--- config.mk ---
export PLATFORM = sky130hd
export DESIGN_NAME = cpm_core_power
export DESIGN_NICKNAME = d
export VERILOG_FILES = /design/src/rtl/cpm_pkg.sv /design/src/rtl/cpm_ret_timer.sv /design/src/rtl/cpm_core_power.sv
export SDC_FILE = /design/constraint.sdc
export NUM_CORES = 1
export LEC_CHECK = 0
export BUFFER_PORTS_ARGS = -buffer_cell sky130_fd_sc_hd__buf_2
export CORE_UTILIZATION = 35
export CTS_BUF_LIST = sky130_fd_sc_hd__clkbuf_16
export DETAILED_ROUTE_END_ITERATION = 16
export PLACE_DENSITY = 0.63
export SLEW_MARGIN = 20
export SYNTH_ARGS = -nofsm -noshare
export SYNTH_HDL_FRONTEND = slang
export SYNTH_SLANG_ARGS = --single-unit
--- constraint.sdc ---
create_clock -name core_clk -period 3.6 [get_ports core_clk]
set_input_delay 0.18 -clock core_clk [delete_from_list [all_inputs] [get_ports core_clk]]
set_output_delay 0.18 -clock core_clk [all_outputs]
set_load 0.01 [all_outputs]
--- src/rtl/cpm_pkg.sv ---
// Package with constants and types for the core power-mode P-Channel block
package cpm_pkg;
  localparam int PSTATE_W = 6;
  localparam int PACTIVE_W = 9;
  typedef enum logic [5:0] {
    PS_OFF    = 6'h00,
    PS_EMU    = 6'h01,
    PS_RET    = 6'h05,
    PS_ON     = 6'h08,
    PS_DBGREC = 6'h0a
  } cpm_pstate_t;
  localparam int PA_ON_BIT = 8;
  localparam int PA_RET_BIT = 5;
  localparam int PA_EMU_BIT = 1;
  localparam int PA_OFF_BIT = 0;
  typedef enum logic [1:0] {
    DOM_OFF = 2'b00,
    DOM_RET = 2'b01,
    DOM_ON  = 2'b10
  } cpm_dom_t;
  typedef enum logic [1:0] {
    HS_IDLE  = 2'b00,
    HS_CLEAN = 2'b01,
    HS_INVAL = 2'b10,
    HS_DONE  = 2'b11
  } cpm_hs_t;
  // Register map
  localparam logic [31:0] REG_CTRL_ADDR = 32'h0000_0000;
  localparam logic [31:0] REG_STAT_ADDR = 32'h0000_0004;
  localparam logic [7:0] CTRL_RESET = 8'h00;
  localparam int CTRL_PWRDN_BIT = 0;
  localparam int TO_W = 3;
  localparam int CTRL_WFI_LSB = 1;
  localparam int CTRL_WFE_LSB = 4;
  localparam int CTRL_EMU_BIT = 7;
  localparam int STAT_MODE_LSB = 0;
  localparam int STAT_DOM_LSB = 8;
  localparam int STAT_SKIP_BIT = 10;
  localparam int STAT_STALL_BIT = 11;
  localparam int STAT_HS_LSB = 12;
  localparam logic [1:0] RESP_OKAY = 2'b00;
  localparam logic [1:0] RESP_SLVERR = 2'b10;
  // Timing
  localparam int CLK_PERIOD_NS = 10;
  localparam int RET_TICK_NS = 80;
  localparam int RET_TICK_CYCLES = (RET_TICK_NS + CLK_PERIOD_NS - 1) / CLK_PERIOD_NS;
  localparam int TMR_W = 8;
  localparam logic [1:0] INIT_WAIT = 2'h2;
endpackage

--- src/rtl/cpm_ret_timer.sv ---
// Retention entry timeout counter for one wait state
`timescale 1ns/1ps
module cpm_ret_timer
  import cpm_pkg::*;
(
  // Clock and reset
  input wire logic core_clk,
  input wire logic rstn,
  // Control
  input wire logic idle,
  input wire logic [TO_W-1:0] timeout,
  // Status
  output logic expired
);
  logic [TMR_W-1:0] cnt_ff;
  logic expired_ff;
  logic [TMR_W-1:0] limit;
  logic [TMR_W-1:0] nxt_cnt;
  logic nxt_expired;

  // Zero timeout disables entry from this wait state
  assign limit = TMR_W'(timeout) * TMR_W'(RET_TICK_CYCLES);
  assign nxt_cnt = (!idle || expired_ff) ? '0 : cnt_ff + TMR_W'(1);
  assign nxt_expired = idle && (timeout != '0) &&
                       (expired_ff || (cnt_ff + TMR_W'(1) >= limit));
  assign expired = expired_ff;

  always_ff @(posedge core_clk or negedge rstn) begin
    if (!rstn) begin
      cnt_ff <= '0;
      expired_ff <= 1'b0;
    end else begin
      cnt_ff <= nxt_cnt;
      expired_ff <= nxt_expired;
    end
  end
endmodule

--- src/rtl/cpm_core_power.sv ---
// Per-core power-mode P-Channel device end with AXI4-Lite control registers
`timescale 1ns/1ps
module cpm_core_power
  import cpm_pkg::*;
(
  // Clock and reset
  input wire logic core_clk,
  input wire logic rstn,
  // AXI4-Lite slave
  input wire logic [31:0] s_axi_awaddr,
  input wire logic s_axi_awvalid,
  output logic s_axi_awready,
  input wire logic [31:0] s_axi_wdata,
  input wire logic [3:0] s_axi_wstrb,
  input wire logic s_axi_wvalid,
  output logic s_axi_wready,
  output logic [1:0] s_axi_bresp,
  output logic s_axi_bvalid,
  input wire logic s_axi_bready,
  input wire logic [31:0] s_axi_araddr,
  input wire logic s_axi_arvalid,
  output logic s_axi_arready,
  output logic [31:0] s_axi_rdata,
  output logic [1:0] s_axi_rresp,
  output logic s_axi_rvalid,
  input wire logic s_axi_rready,
  // P-Channel
  input wire logic preq,
  input wire logic [PSTATE_W-1:0] pstate,
  output logic paccept,
  output logic pdeny,
  output logic [PACTIVE_W-1:0] pactive,
  // Core activity
  input wire logic wfiState,
  input wire logic wfeState,
  input wire logic snoopReq,
  input wire logic gicReq,
  input wire logic dbgReq,
  // Cache maintenance
  output logic cacheCleanReq,
  input wire logic cacheCleanDone,
  output logic cacheInvReq,
  input wire logic cacheInvDone,
  // Access answers and domain control
  output logic dbgErr,
  output logic dbgGrant,
  output logic funcGrant,
  output logic accessStall,
  output logic funcIsolate,
  output logic [1:0] domState
);
  function automatic logic addrHit(input logic [31:0] a, input logic [31:0] r);
    addrHit = (a[31:2] == r[31:2]);
  endfunction

  // Pin synchronisers
  logic preqS1_ff, preqS2_ff;
  logic [PSTATE_W-1:0] pstS1_ff, pstS2_ff;
  always_ff @(posedge core_clk or negedge rstn) begin
    if (!rstn) begin
      preqS1_ff <= 1'b0;
      preqS2_ff <= 1'b0;
      pstS1_ff <= '0;
      pstS2_ff <= '0;
    end else begin
      preqS1_ff <= preq;
      preqS2_ff <= preqS1_ff;
      pstS1_ff <= pstate;
      pstS2_ff <= pstS1_ff;
    end
  end

  // Registers and state
  logic [7:0] ctrl_ff;
  cpm_pstate_t mode_ff, tgt_ff;
  cpm_hs_t hs_ff;
  logic [1:0] initCnt_ff;
  logic initDone_ff, skipInv_ff, quiet_ff;
  logic paccept_ff, pdeny_ff;
  logic [PACTIVE_W-1:0] pactive_ff;
  logic cleanReq_ff, invReq_ff;
  logic dbgErr_ff, dbgGrant_ff, funcGrant_ff, stall_ff, isolate_ff;
  cpm_dom_t dom_ff;
  logic wfiExp, wfeExp;

  // Decode
  wire cpm_pstate_t reqSt = cpm_pstate_t'(pstS2_ff);
  wire anyReq = snoopReq | gicReq | dbgReq;
  wire modeOn = (mode_ff == PS_ON);
  wire modeRet = (mode_ff == PS_RET);
  wire modeOff = (mode_ff == PS_OFF);
  wire modeEmu = (mode_ff == PS_EMU);
  wire pwrdnBit = ctrl_ff[CTRL_PWRDN_BIT];
  wire emuBit = ctrl_ff[CTRL_EMU_BIT];
  wire waitIdle = (wfiState | wfeState) & ~anyReq;
  wire retWanted = ((wfiState & wfiExp) | (wfeState & wfeExp)) & ~anyReq;
  wire offWanted = pwrdnBit & wfiState & ~anyReq;
  wire emuWanted = offWanted & emuBit;
  wire newReq = initDone_ff & preqS2_ff & (hs_ff == HS_IDLE);
  // Legal transitions; anything else, or a stale one, is denied
  wire goRec = (reqSt == PS_DBGREC);
  wire goClean = modeOn & (((reqSt == PS_OFF) & offWanted & ~emuBit) |
                           ((reqSt == PS_EMU) & emuWanted));
  wire goRet = modeOn & (reqSt == PS_RET) & retWanted;
  wire toOn = (reqSt == PS_ON) & ~modeOn & ~modeRet;
  wire goInv = toOn & ~skipInv_ff & (modeOff | modeEmu);
  wire goNow = goRec | goRet | (modeRet & (reqSt == PS_ON)) | (toOn & ~goInv) |
               (modeOff & (reqSt == PS_EMU)) |
               ((modeEmu | (mode_ff == PS_DBGREC)) & (reqSt == PS_OFF));
  wire goDeny = ~(goRec | goClean | goNow | goInv);
  wire initLegal = (reqSt == PS_OFF) | (reqSt == PS_ON) | (reqSt == PS_DBGREC);

  cpm_ret_timer uWfiTmr (
    .core_clk(core_clk),
    .rstn(rstn),
    .idle(wfiState & ~anyReq),
    .timeout(ctrl_ff[CTRL_WFI_LSB +: TO_W]),
    .expired(wfiExp)
  );
  cpm_ret_timer uWfeTmr (
    .core_clk(core_clk),
    .rstn(rstn),
    .idle(wfeState & ~anyReq),
    .timeout(ctrl_ff[CTRL_WFE_LSB +: TO_W]),
    .expired(wfeExp)
  );

  // Handshake next state
  cpm_hs_t nxt_hs;
  cpm_pstate_t nxt_mode;
  logic nxt_accept, nxt_deny;
  always_comb begin
    nxt_hs = hs_ff;
    nxt_mode = mode_ff;
    nxt_accept = paccept_ff;
    nxt_deny = pdeny_ff;
    case (hs_ff)
      HS_IDLE: begin
        if (newReq) begin
          if (goRec || goNow) begin
            nxt_mode = reqSt;
            nxt_accept = 1'b1;
            nxt_hs = HS_DONE;
          end else if (goClean) begin
            nxt_hs = HS_CLEAN;
          end else if (goInv) begin
            nxt_hs = HS_INVAL;
          end else begin
            nxt_deny = 1'b1;
            nxt_hs = HS_DONE;
          end
        end
      end
      HS_CLEAN: begin
        if (cacheCleanDone) begin
          nxt_mode = tgt_ff;
          nxt_accept = 1'b1;
          nxt_hs = HS_DONE;
        end
      end
      HS_INVAL: begin
        if (cacheInvDone) begin
          nxt_mode = tgt_ff;
          nxt_accept = ~quiet_ff;
          nxt_hs = quiet_ff ? HS_IDLE : HS_DONE;
        end
      end
      HS_DONE: begin
        if (!preqS2_ff) begin
          nxt_accept = 1'b0;
          nxt_deny = 1'b0;
          nxt_hs = HS_IDLE;
        end
      end
      default: nxt_hs = HS_IDLE;
    endcase
    // Channel initialisation after reset release
    if (!initDone_ff && initCnt_ff == INIT_WAIT) begin
      nxt_mode = initLegal ? reqSt : PS_OFF;
      if (reqSt == PS_ON) begin
        nxt_mode = PS_OFF;
        nxt_hs = HS_INVAL;
      end
    end
  end

  wire initNow = !initDone_ff && (initCnt_ff == INIT_WAIT);
  // Recovery start sets skip; first arrival in on clears it
  wire nxt_skip = (initNow && reqSt == PS_DBGREC) ? 1'b1 :
                  (nxt_mode == PS_ON && mode_ff != PS_ON) ? 1'b0 : skipInv_ff;

  always_ff @(posedge core_clk or negedge rstn) begin
    if (!rstn) begin
      hs_ff <= HS_IDLE;
      mode_ff <= PS_OFF;
      tgt_ff <= PS_OFF;
      paccept_ff <= 1'b0;
      pdeny_ff <= 1'b0;
      initCnt_ff <= '0;
      initDone_ff <= 1'b0;
      skipInv_ff <= 1'b0;
      quiet_ff <= 1'b0;
    end else begin
      hs_ff <= nxt_hs;
      mode_ff <= nxt_mode;
      paccept_ff <= nxt_accept;
      pdeny_ff <= nxt_deny;
      skipInv_ff <= nxt_skip;
      if (!initDone_ff) begin
        initCnt_ff <= initCnt_ff + 2'h1;
      end
      if (initNow) begin
        initDone_ff <= 1'b1;
        quiet_ff <= 1'b1;
        tgt_ff <= PS_ON;
      end else if (newReq) begin
        quiet_ff <= 1'b0;
        tgt_ff <= reqSt;
      end
    end
  end

  // Maintenance strobes, activity hints and access answers
  wire cpm_dom_t nxt_dom = (nxt_mode == PS_OFF) ? DOM_OFF :
                           (nxt_mode == PS_RET) ? DOM_RET : DOM_ON;
  always_ff @(posedge core_clk or negedge rstn) begin
    if (!rstn) begin
      cleanReq_ff <= 1'b0;
      invReq_ff <= 1'b0;
      pactive_ff <= '0;
      dbgErr_ff <= 1'b0;
      dbgGrant_ff <= 1'b0;
      funcGrant_ff <= 1'b0;
      stall_ff <= 1'b0;
      isolate_ff <= 1'b1;
      dom_ff <= DOM_OFF;
    end else begin
      cleanReq_ff <= (nxt_hs == HS_CLEAN);
      invReq_ff <= (nxt_hs == HS_INVAL);
      pactive_ff[PA_ON_BIT] <= modeRet ? anyReq :
                               modeOn & (anyReq | ~(retWanted | offWanted));
      pactive_ff[PA_RET_BIT] <= (modeOn | modeRet) & retWanted;
      pactive_ff[PA_EMU_BIT] <= modeOn & emuWanted;
      pactive_ff[PA_OFF_BIT] <= 1'b0;
      pactive_ff[4:2] <= '0;
      pactive_ff[7:6] <= '0;
      dbgErr_ff <= dbgReq & modeOff & initDone_ff;
      dbgGrant_ff <= dbgReq & (modeOn | modeEmu);
      funcGrant_ff <= (snoopReq | gicReq) & modeOn;
      stall_ff <= anyReq & modeRet;
      // Clamp enable for the integrator's isolation cells
      isolate_ff <= (nxt_dom != DOM_ON);
      // Integrator gates the core clock from this state
      dom_ff <= nxt_dom;
    end
  end

  // AXI4-Lite slave
  logic awHeld_ff, wHeld_ff, bvalid_ff, rvalid_ff;
  logic awready_ff, wready_ff, arready_ff;
  logic [31:0] awAddr_ff, wData_ff, rdata_ff;
  logic [3:0] wStrb_ff;
  logic [1:0] bresp_ff, rresp_ff;
  wire awTake = s_axi_awvalid & awready_ff;
  wire wTake = s_axi_wvalid & wready_ff;
  wire arTake = s_axi_arvalid & arready_ff;
  wire doWrite = awHeld_ff & wHeld_ff & ~bvalid_ff;
  wire nxt_awHeld = awTake | (awHeld_ff & ~doWrite);
  wire nxt_wHeld = wTake | (wHeld_ff & ~doWrite);
  wire nxt_bvalid = doWrite | (bvalid_ff & ~s_axi_bready);
  wire nxt_rvalid = arTake | (rvalid_ff & ~s_axi_rready);
  wire wrCtrl = doWrite & addrHit(awAddr_ff, REG_CTRL_ADDR);
  wire wrStat = doWrite & addrHit(awAddr_ff, REG_STAT_ADDR);
  wire rdCtrl = addrHit(s_axi_araddr, REG_CTRL_ADDR);
  wire rdStat = addrHit(s_axi_araddr, REG_STAT_ADDR);
  wire [31:0] statWord = (32'(mode_ff) << STAT_MODE_LSB) | (32'(dom_ff) << STAT_DOM_LSB) |
                         (32'(skipInv_ff) << STAT_SKIP_BIT) |
                         (32'(stall_ff) << STAT_STALL_BIT) | (32'(hs_ff) << STAT_HS_LSB);
  wire [31:0] rdWord = rdCtrl ? 32'(ctrl_ff) : (rdStat ? statWord : 32'h0000_0000);

  always_ff @(posedge core_clk or negedge rstn) begin
    if (!rstn) begin
      awHeld_ff <= 1'b0;
      wHeld_ff <= 1'b0;
      bvalid_ff <= 1'b0;
      rvalid_ff <= 1'b0;
      awready_ff <= 1'b0;
      wready_ff <= 1'b0;
      arready_ff <= 1'b0;
      awAddr_ff <= '0;
      wData_ff <= '0;
      wStrb_ff <= '0;
      rdata_ff <= '0;
      bresp_ff <= RESP_OKAY;
      rresp_ff <= RESP_OKAY;
      ctrl_ff <= CTRL_RESET;
    end else begin
      awHeld_ff <= nxt_awHeld;
      wHeld_ff <= nxt_wHeld;
      bvalid_ff <= nxt_bvalid;
      rvalid_ff <= nxt_rvalid;
      awready_ff <= ~nxt_awHeld & ~nxt_bvalid;
      wready_ff <= ~nxt_wHeld & ~nxt_bvalid;
      arready_ff <= ~nxt_rvalid;
      if (awTake) begin
        awAddr_ff <= s_axi_awaddr;
      end
      if (wTake) begin
        wData_ff <= s_axi_wdata;
        wStrb_ff <= s_axi_wstrb;
      end
      if (doWrite) begin
        bresp_ff <= (wrCtrl | wrStat) ? RESP_OKAY : RESP_SLVERR;
      end
      // Only the low byte carries control fields
      if (wrCtrl && wStrb_ff[0]) begin
        ctrl_ff <= wData_ff[7:0];
      end
      if (arTake) begin
        rdata_ff <= rdWord;
        rresp_ff <= (rdCtrl | rdStat) ? RESP_OKAY : RESP_SLVERR;
      end
    end
  end

  assign s_axi_awready = awready_ff;
  assign s_axi_wready = wready_ff;
  assign s_axi_bvalid = bvalid_ff;
  assign s_axi_bresp = bresp_ff;
  assign s_axi_arready = arready_ff;
  assign s_axi_rvalid = rvalid_ff;
  assign s_axi_rdata = rdata_ff;
  assign s_axi_rresp = rresp_ff;
  assign paccept = paccept_ff;
  assign pdeny = pdeny_ff;
  assign pactive = pactive_ff;
  assign cacheCleanReq = cleanReq_ff;
  assign cacheInvReq = invReq_ff;
  assign dbgErr = dbgErr_ff;
  assign dbgGrant = dbgGrant_ff;
  assign funcGrant = funcGrant_ff;
  assign accessStall = stall_ff;
  assign funcIsolate = isolate_ff;
  assign domState = dom_ff;
endmodule

---- Word level (Yosys, flattened, before mapping) ----
Cells that the tools add are included.
word-level totals
  register bits ........................... 157
  output and inout port bits .............. 61
  word-level logic and storage cells ...... 235
operators by class
  add/subtract/negate cells ............... 3
  $lt $le $gt $ge ......................... 2
  equality and inequality tests ........... 28
  multiplexer cells ....................... 45
  bitwise logic cells ..................... 88
  reduce and logical (&&, ||, !) cells .... 29
operators by type and width
  cell                                             count
  == test 30 x 1 -> 1 bit (second input constant)  2
  logical NOT 30 bit                               2
  2-to-1 mux 6 bit                                 9
  AND 1 bit                                        45
  == test 6 x 4 -> 1 bit (second input constant)   5
  2-to-1 mux 14 bit                                2
  2-to-1 mux 2 bit                                 13
  OR 1 bit                                         23
  == test 6 x 3 -> 1 bit (second input constant)   3
  logical NOT 6 bit                                3
  one-hot mux 6 bit (3 select lines)               1
  adder 8 x 1 -> 8 bit (second input constant)     2
  greater-or-equal comparator 8 x 6 -> 1 bit       2
  2-to-1 mux 8 bit                                 2
  != test 2 bit (second input constant)            8
  inverter 1 bit                                   16
  2-to-1 mux 1 bit                                 15
  OR 12 x 14 -> 14 bit                             1
  == test 6 x 1 -> 1 bit (second input constant)   2
  OR 11 x 12 -> 12 bit                             1
  OR 10 x 11 -> 11 bit                             1
  OR 6 x 10 -> 10 bit                              1
  == test 2 bit (second input constant)            4
  logical AND 1 bit                                8
  other kinds (14)                                 24

---- Logic depth before layout (Yosys ltp) ----
  depth after elaboration ................. 20
  mapped depth ............................ 10

---- Cells and area by module ----
Synthesis repeated with hierarchy kept, for this count alone.
second synthesis, totals
  cells, all modules ...................... 535
  area total of the unflattened synthesis .. 6192.2 um^2
modules (own cells, without submodules)
  module          instances  cells each  area each (um^2)  seq. area each (um^2)
  cpm_core_power  1          435         5166.2            2929.1
  cpm_ret_timer   2          50          513.0             225.2

---- Least setup slack after synthesis ----
Ideal clock, no wire load.
  path type ............................... register to register
  from .................................... reg mode_ff[1]
  to ...................................... reg dom_ff[1] (netlist: domState[1])
  library setup time ...................... 131 ps
  arrival ................................. 2296 ps
  required time ........................... 3469 ps
  path slack .............................. 1173 ps
  cell stages (with the launch flop) ...... 8
  buffers on the path ..................... 0
  cells stage by stage .................... dfrtp_1 > nor3_4 > nand3_2 > o31a_1 > a31o_1 > a31o_1 > or3_1 > or3_1
between the ends
  cells in the longest elaborated chain, start to end .. 19
  elaborated cells between the ends (all ways) .. 36
RTL lines
  what                                  line                   text
  from (decl)                           cpm_core_power.sv:75   cpm_pstate_t mode_ff, tgt_ff;
  from (signal assigned)                cpm_core_power.sv:205  mode_ff <= nxt_mode;
  == test 6 x 4 -> 1 bit                cpm_core_power.sv:89   wire modeOn = (mode_ff == PS_ON);
  inverter 1 bit                        cpm_core_power.sv:105  wire toOn = (reqSt == PS_ON) & ~modeOn & ~modeRet;
  AND 1 bit (2 in series)               cpm_core_power.sv:105
  AND 1 bit (2 in series)               cpm_core_power.sv:106  wire goInv = toOn & ~skipInv_ff & (modeOff | modeEmu);
  inverter 1 bit                        cpm_core_power.sv:107  wire goNow = goRec | goRet | (modeRet & (reqSt == PS_ON)) | (toOn & ~goInv) |
  AND 1 bit                             cpm_core_power.sv:107
  OR 1 bit (2 in series)                cpm_core_power.sv:107
  OR 1 bit *                            cpm_core_power.sv:108  (modeOff & (reqSt == PS_EMU)) |
  [2 not listed]                        --
  2-to-1 mux 6 bit *                    cpm_core_power.sv:139  if (newReq) begin
  one-hot mux 6 bit (3 select lines) *  cpm_core_power.sv:137  case (hs_ff)
  2-to-1 mux 6 bit *                    cpm_core_power.sv:178  if (!initDone_ff && initCnt_ff == INIT_WAIT) begin
  net nxt_mode[4]                       cpm_core_power.sv:130  cpm_pstate_t nxt_mode;
  == test 6 x 3 -> 1 bit                cpm_core_power.sv:225  (nxt_mode == PS_RET) ? DOM_RET : DOM_ON;
  2-to-1 mux 2 bit                      cpm_core_power.sv:225
  2-to-1 mux 2 bit *                    cpm_core_power.sv:224  wire cpm_dom_t nxt_dom = (nxt_mode == PS_OFF) ? DOM_OFF :
  net nxt_dom[1]                        cpm_core_power.sv:224
  to (signal assigned)                  cpm_core_power.sv:254  dom_ff <= nxt_dom;
  to (decl)                             cpm_core_power.sv:83   cpm_dom_t dom_ff;
Mark *: on every way through the listed nets, which the timed path passes. The rest lies on a longest branch.
A chain may end at the register's enable or synchronous reset.

---- Worst setup path after layout ----
  from .................................... in snoopReq
  to ...................................... reg dom_ff[1] (netlist: domState[1])
between the ends
  cells in the longest elaborated chain, start to end .. 18
  elaborated cells between the ends (all ways) .. 19
RTL lines
  what                                  line                   text
  from (decl)                           cpm_core_power.sv:36   input wire logic snoopReq,
  OR 1 bit * (2 in series)              cpm_core_power.sv:88   wire anyReq = snoopReq | gicReq | dbgReq;
  inverter 1 bit *                      cpm_core_power.sv:96   wire retWanted = ((wfiState & wfiExp) | (wfeState & wfeExp)) & ~anyReq;
  AND 1 bit *                           cpm_core_power.sv:96
  AND 1 bit *                           cpm_core_power.sv:104  wire goRet = modeOn & (reqSt == PS_RET) & retWanted;
  OR 1 bit * (4 in series)              cpm_core_power.sv:107
  OR 1 bit *                            cpm_core_power.sv:108
  logical OR 1 bit *                    cpm_core_power.sv:140  if (goRec || goNow) begin
  2-to-1 mux 6 bit *                    cpm_core_power.sv:140
  2-to-1 mux 6 bit *                    cpm_core_power.sv:139
  one-hot mux 6 bit (3 select lines) *  cpm_core_power.sv:137
  2-to-1 mux 6 bit *                    cpm_core_power.sv:178
  net nxt_mode[4]                       cpm_core_power.sv:130
  == test 6 x 3 -> 1 bit                cpm_core_power.sv:225
  2-to-1 mux 2 bit                      cpm_core_power.sv:225
  2-to-1 mux 2 bit *                    cpm_core_power.sv:224
  net nxt_dom[1]                        cpm_core_power.sv:224
Marked as above.

==> out/qor.yml <==
endpoint: "domState[1]$_DFF_PN0_"
min_path_type: "input port to register"
synth.largest_area_cell: "dfrtp_1"
grtUsageMet3_pct: 4.54
setup_violations: 0
p_per_area_nw_per_um2: 661
antenna_cells: 0
die_area_um2: 17900
synth-adder-area-share_pct: 2.26
r2r_start: "hs_ff[0]$_DFF_PN0_"
start_util_pct: 36.3
period_share_pct: 82.6
area_growth_pct: 30.4
synth_area_um2: 6090
final_area_um2: 7940
start_kind: "input port"
cp_slowest_cell: "nor3_1"
worstRegToRegCells: 7
tightest_slew_ns: 0.845
critPathRequiredTime_ns: 3.90
cts_resized: 0
drt_iter0_drc: 213
cts_root_buf: "clkbuf_16"
chipHeight_um: 134
synth.area.mux_share_pct: 9.02
placed_area_um2: 6870
finalHoldViolations: 0
worstSkewPairLatency_ns: 0.42
grt-busiest-layer: "met2"
cp_slowest_stage_delay_ns: 0.61
startpoint: "snoopReq"
drc: 0
synthTopCellsByArea: "dfrtp_1 (55%), mux2_2 (8.7%), buf_4 (3.2%)"
cp.arrival_ns: 3.27
holdCritStartpoint: "s_axi_wdata[0]"
async_flop_share_pct: 100
htreeDepth: 4
synth_edf_count: 0
fin_ws_ns: 0.625
synthXorXnorAreaFrac_pct: 2.16
crit_chain: "dlygate4sd3_1 -> buf_2 -> nor3_1 -> nand2_1 -> o31a_1 -> a31o_1 -> a31o_1 -> or3_1 -> or3_1"
total_power_mw: 5.25
grt_max_degree: 72
synth_top_family_by_area: "simple AND/OR/NAND/NOR gates"
max_freq_mhz: 336
ys_seq_elements: 135
cp_max_fo: 5
seq_area_frac_synth_pct: 55.5
yosysMostFrequentCell: "dfrtp_1"
syn_avg_cell_area_um2: 11.3
drive_above_1_share_pct: 30.2
peakVddDrop_v: 0.000369
yosysWarnings: 0
ios: 182
p_leak_nw: 3.70
dp_slack_ns: 0.707
synth_cell_types: 65
fin_nets: 844
setup_tns_ns: 0
core-area_um2: 16800
grt_overflow_total: 0
worst_slew_margin_rel_pct: 43.7
drtAntennaViolNets: 0
die-width_um: 134
grt_util_all_layers_pct: 17.1
grt_pass1_wl_mm: 23.9
maxSlewViolCount: 0
synth_compound_area_share_pct: 10.5
first_pass_iters: 4
maxCapViolCount: 0
clkTransAtPathRegs_ns: 0.06
via_per_inst: 4.95
finClkSkew_ns: 0.00650
use_met1_pct: 22.1
met2_usage_pct: 27.9
synthCells: 538
cts_buffers: 17
cts_buffer_depth: 2
io_buffer_count: 124
cts_tree: "yes"
post-dp-hpwl_mm: 10.5
end_kind: "register"
cts.sinks: 135
wl_mm: 14.6
gp_congestion: 0.820
post-route-util_pct: 47.4
reg2reg_to: "domState[1]$_DFF_PN0_"
rsz0062_at_grt: "no"
wl_per_cell_um: 15.4
synth_simple_gate_area_share_pct: 15.2
synthTopCellsByCount: "dfrtp_1 (134), mux2_2 (47), nand2_1 (40)"
crit_type: "input port to register"
synth_flop_cell: "dfrtp_1"
outcome: "completed"
reg2reg_slack_ns: 0.82
vias: 4681
fin_crit_ns: 2.98
grt_pass1_vias: 4728
nFillCells: 1519
synth_top_area_share_pct: 55.1
rows: 47
grt_antenna_before_repair: 0
[power breakdown]
part	internal (mW)	total (mW)	switching [mW]	leakage, nW
Combinational	0.623	1.24	0.614	1.73
Sequential	1.91	2.25	0.347	1.69
Clock	1.09	1.76	0.670	0.287
[worst min path at each step]
stage	endpoint	slack, ns	cells after the start
after global placement	preqS1_ff$_DFF_PN0_	0.29	1
final	wData_ff[0]$_DFFE_PN0P_	0.01	2
after floorplan	accessStall$_DFF_PN0_	-0.12	0
after detailed placement	preqS1_ff$_DFF_PN0_	0.29	1
after CTS	awAddr_ff[25]$_DFFE_PN0P_	0.0007	2
after global routing	wData_ff[0]$_DFFE_PN0P_	0.009	2
[layout by cell type (no fill, tap or decap), drive strengths merged, types with 2 or more instances in the layout]
cell / instances
nor3b: 3
ha: 11
o211ai: 5
buf: 129
mux2: 47
or3: 4
conb: 26
and3b: 3
nor2b: 9
dfrtp: 134
nor3: 17
nand3: 14
nor2: 38
a22o: 16
a22oi: 2
nand4: 7
mux2i: 2
clkinvlp: 3
nand2: 40
o311ai: 2
a21boi: 2
and3: 5
clkbuf: 17
nand3b: 6
a21o: 3
a31o: 3
dlygate4sd3: 46
nand2b: 4
clkinv: 7
xor2: 6
nor4bb: 2
o21ai: 30
nor4: 14
and2: 6
bufinv: 3
a21oi: 13
xnor2: 9
inv: 16
[per-layer routing]
| metal | share of wire (%) | wire length [um] |
|---|---|---|
| met1 | 45 | 6580 |
| met2 | 47 | 6850 |
| met3 | 6.5 | 947 |
| met4 | 1.3 | 187 |
| met5 | 0 | 0 |
[repair_timing]
| action | CTS | global route |
|---|---|---|
| endpoints found under the hold margin | 107 | 1 |
| hold buffers | 45 | 1 |
| buffers inserted | 0 | 0 |
| endpoints found under the setup margin | 0 | 0 |
[worst max-delay path, delay by kind of cell]
family / cells / cell delay, ns
simple gates: 4 / 1.56
compound gates: 3 / 0.85
buf+inv: 2 / 0.67
[per-stage QoR]
stage               hold slack [ns]  std cells
finish                       0.0132        945
floorplan                    -0.116        563
CTS                        0.000730        944
detailed placement            0.289        867
global route                0.00892        945
global placement              0.289        867
[cell type report]
| type | instances | area (um^2) | share of cell area (%) |
|---|---|---|---|
| Tap cell | 220 | 275 | 3.47 |
| Timing Repair Buffer | 175 | 1130 | 14.3 |
| Sequential cell | 135 | 3380 | 42.6 |
| Inverter | 14 | 52.6 | 0.662 |
| Multi-Input combinational cell | 369 | 2490 | 31.4 |
| Clock inverter | 15 | 179 | 2.25 |
| Clock buffer | 17 | 425 | 5.36 |
[state kept, by name (all words and copies together) (netlist names), 8 cells and up]
| name | count |
|---|---|
| awAddr_ff | 30 |
| ctrl_ff | 8 |
| s_axi_rdata | 14 |
| uWfeTmr.cnt_ff | 8 |
| uWfiTmr.cnt_ff | 8 |
| wData_ff | 8 |
[cells by family (layout without fill, tap and decap cells)]
kind of cell,count (synthesis),count (layout)
xor gates and xnor gates,15,15
DFF,135,135
muxes,49,49
and+or+nand+nor,176,176
other,1,26
adders and majority gates,11,11
buffers and inverters,59,221
AOI/OAI and AO/OA,92,92
(Power assumes the default switching activity.)
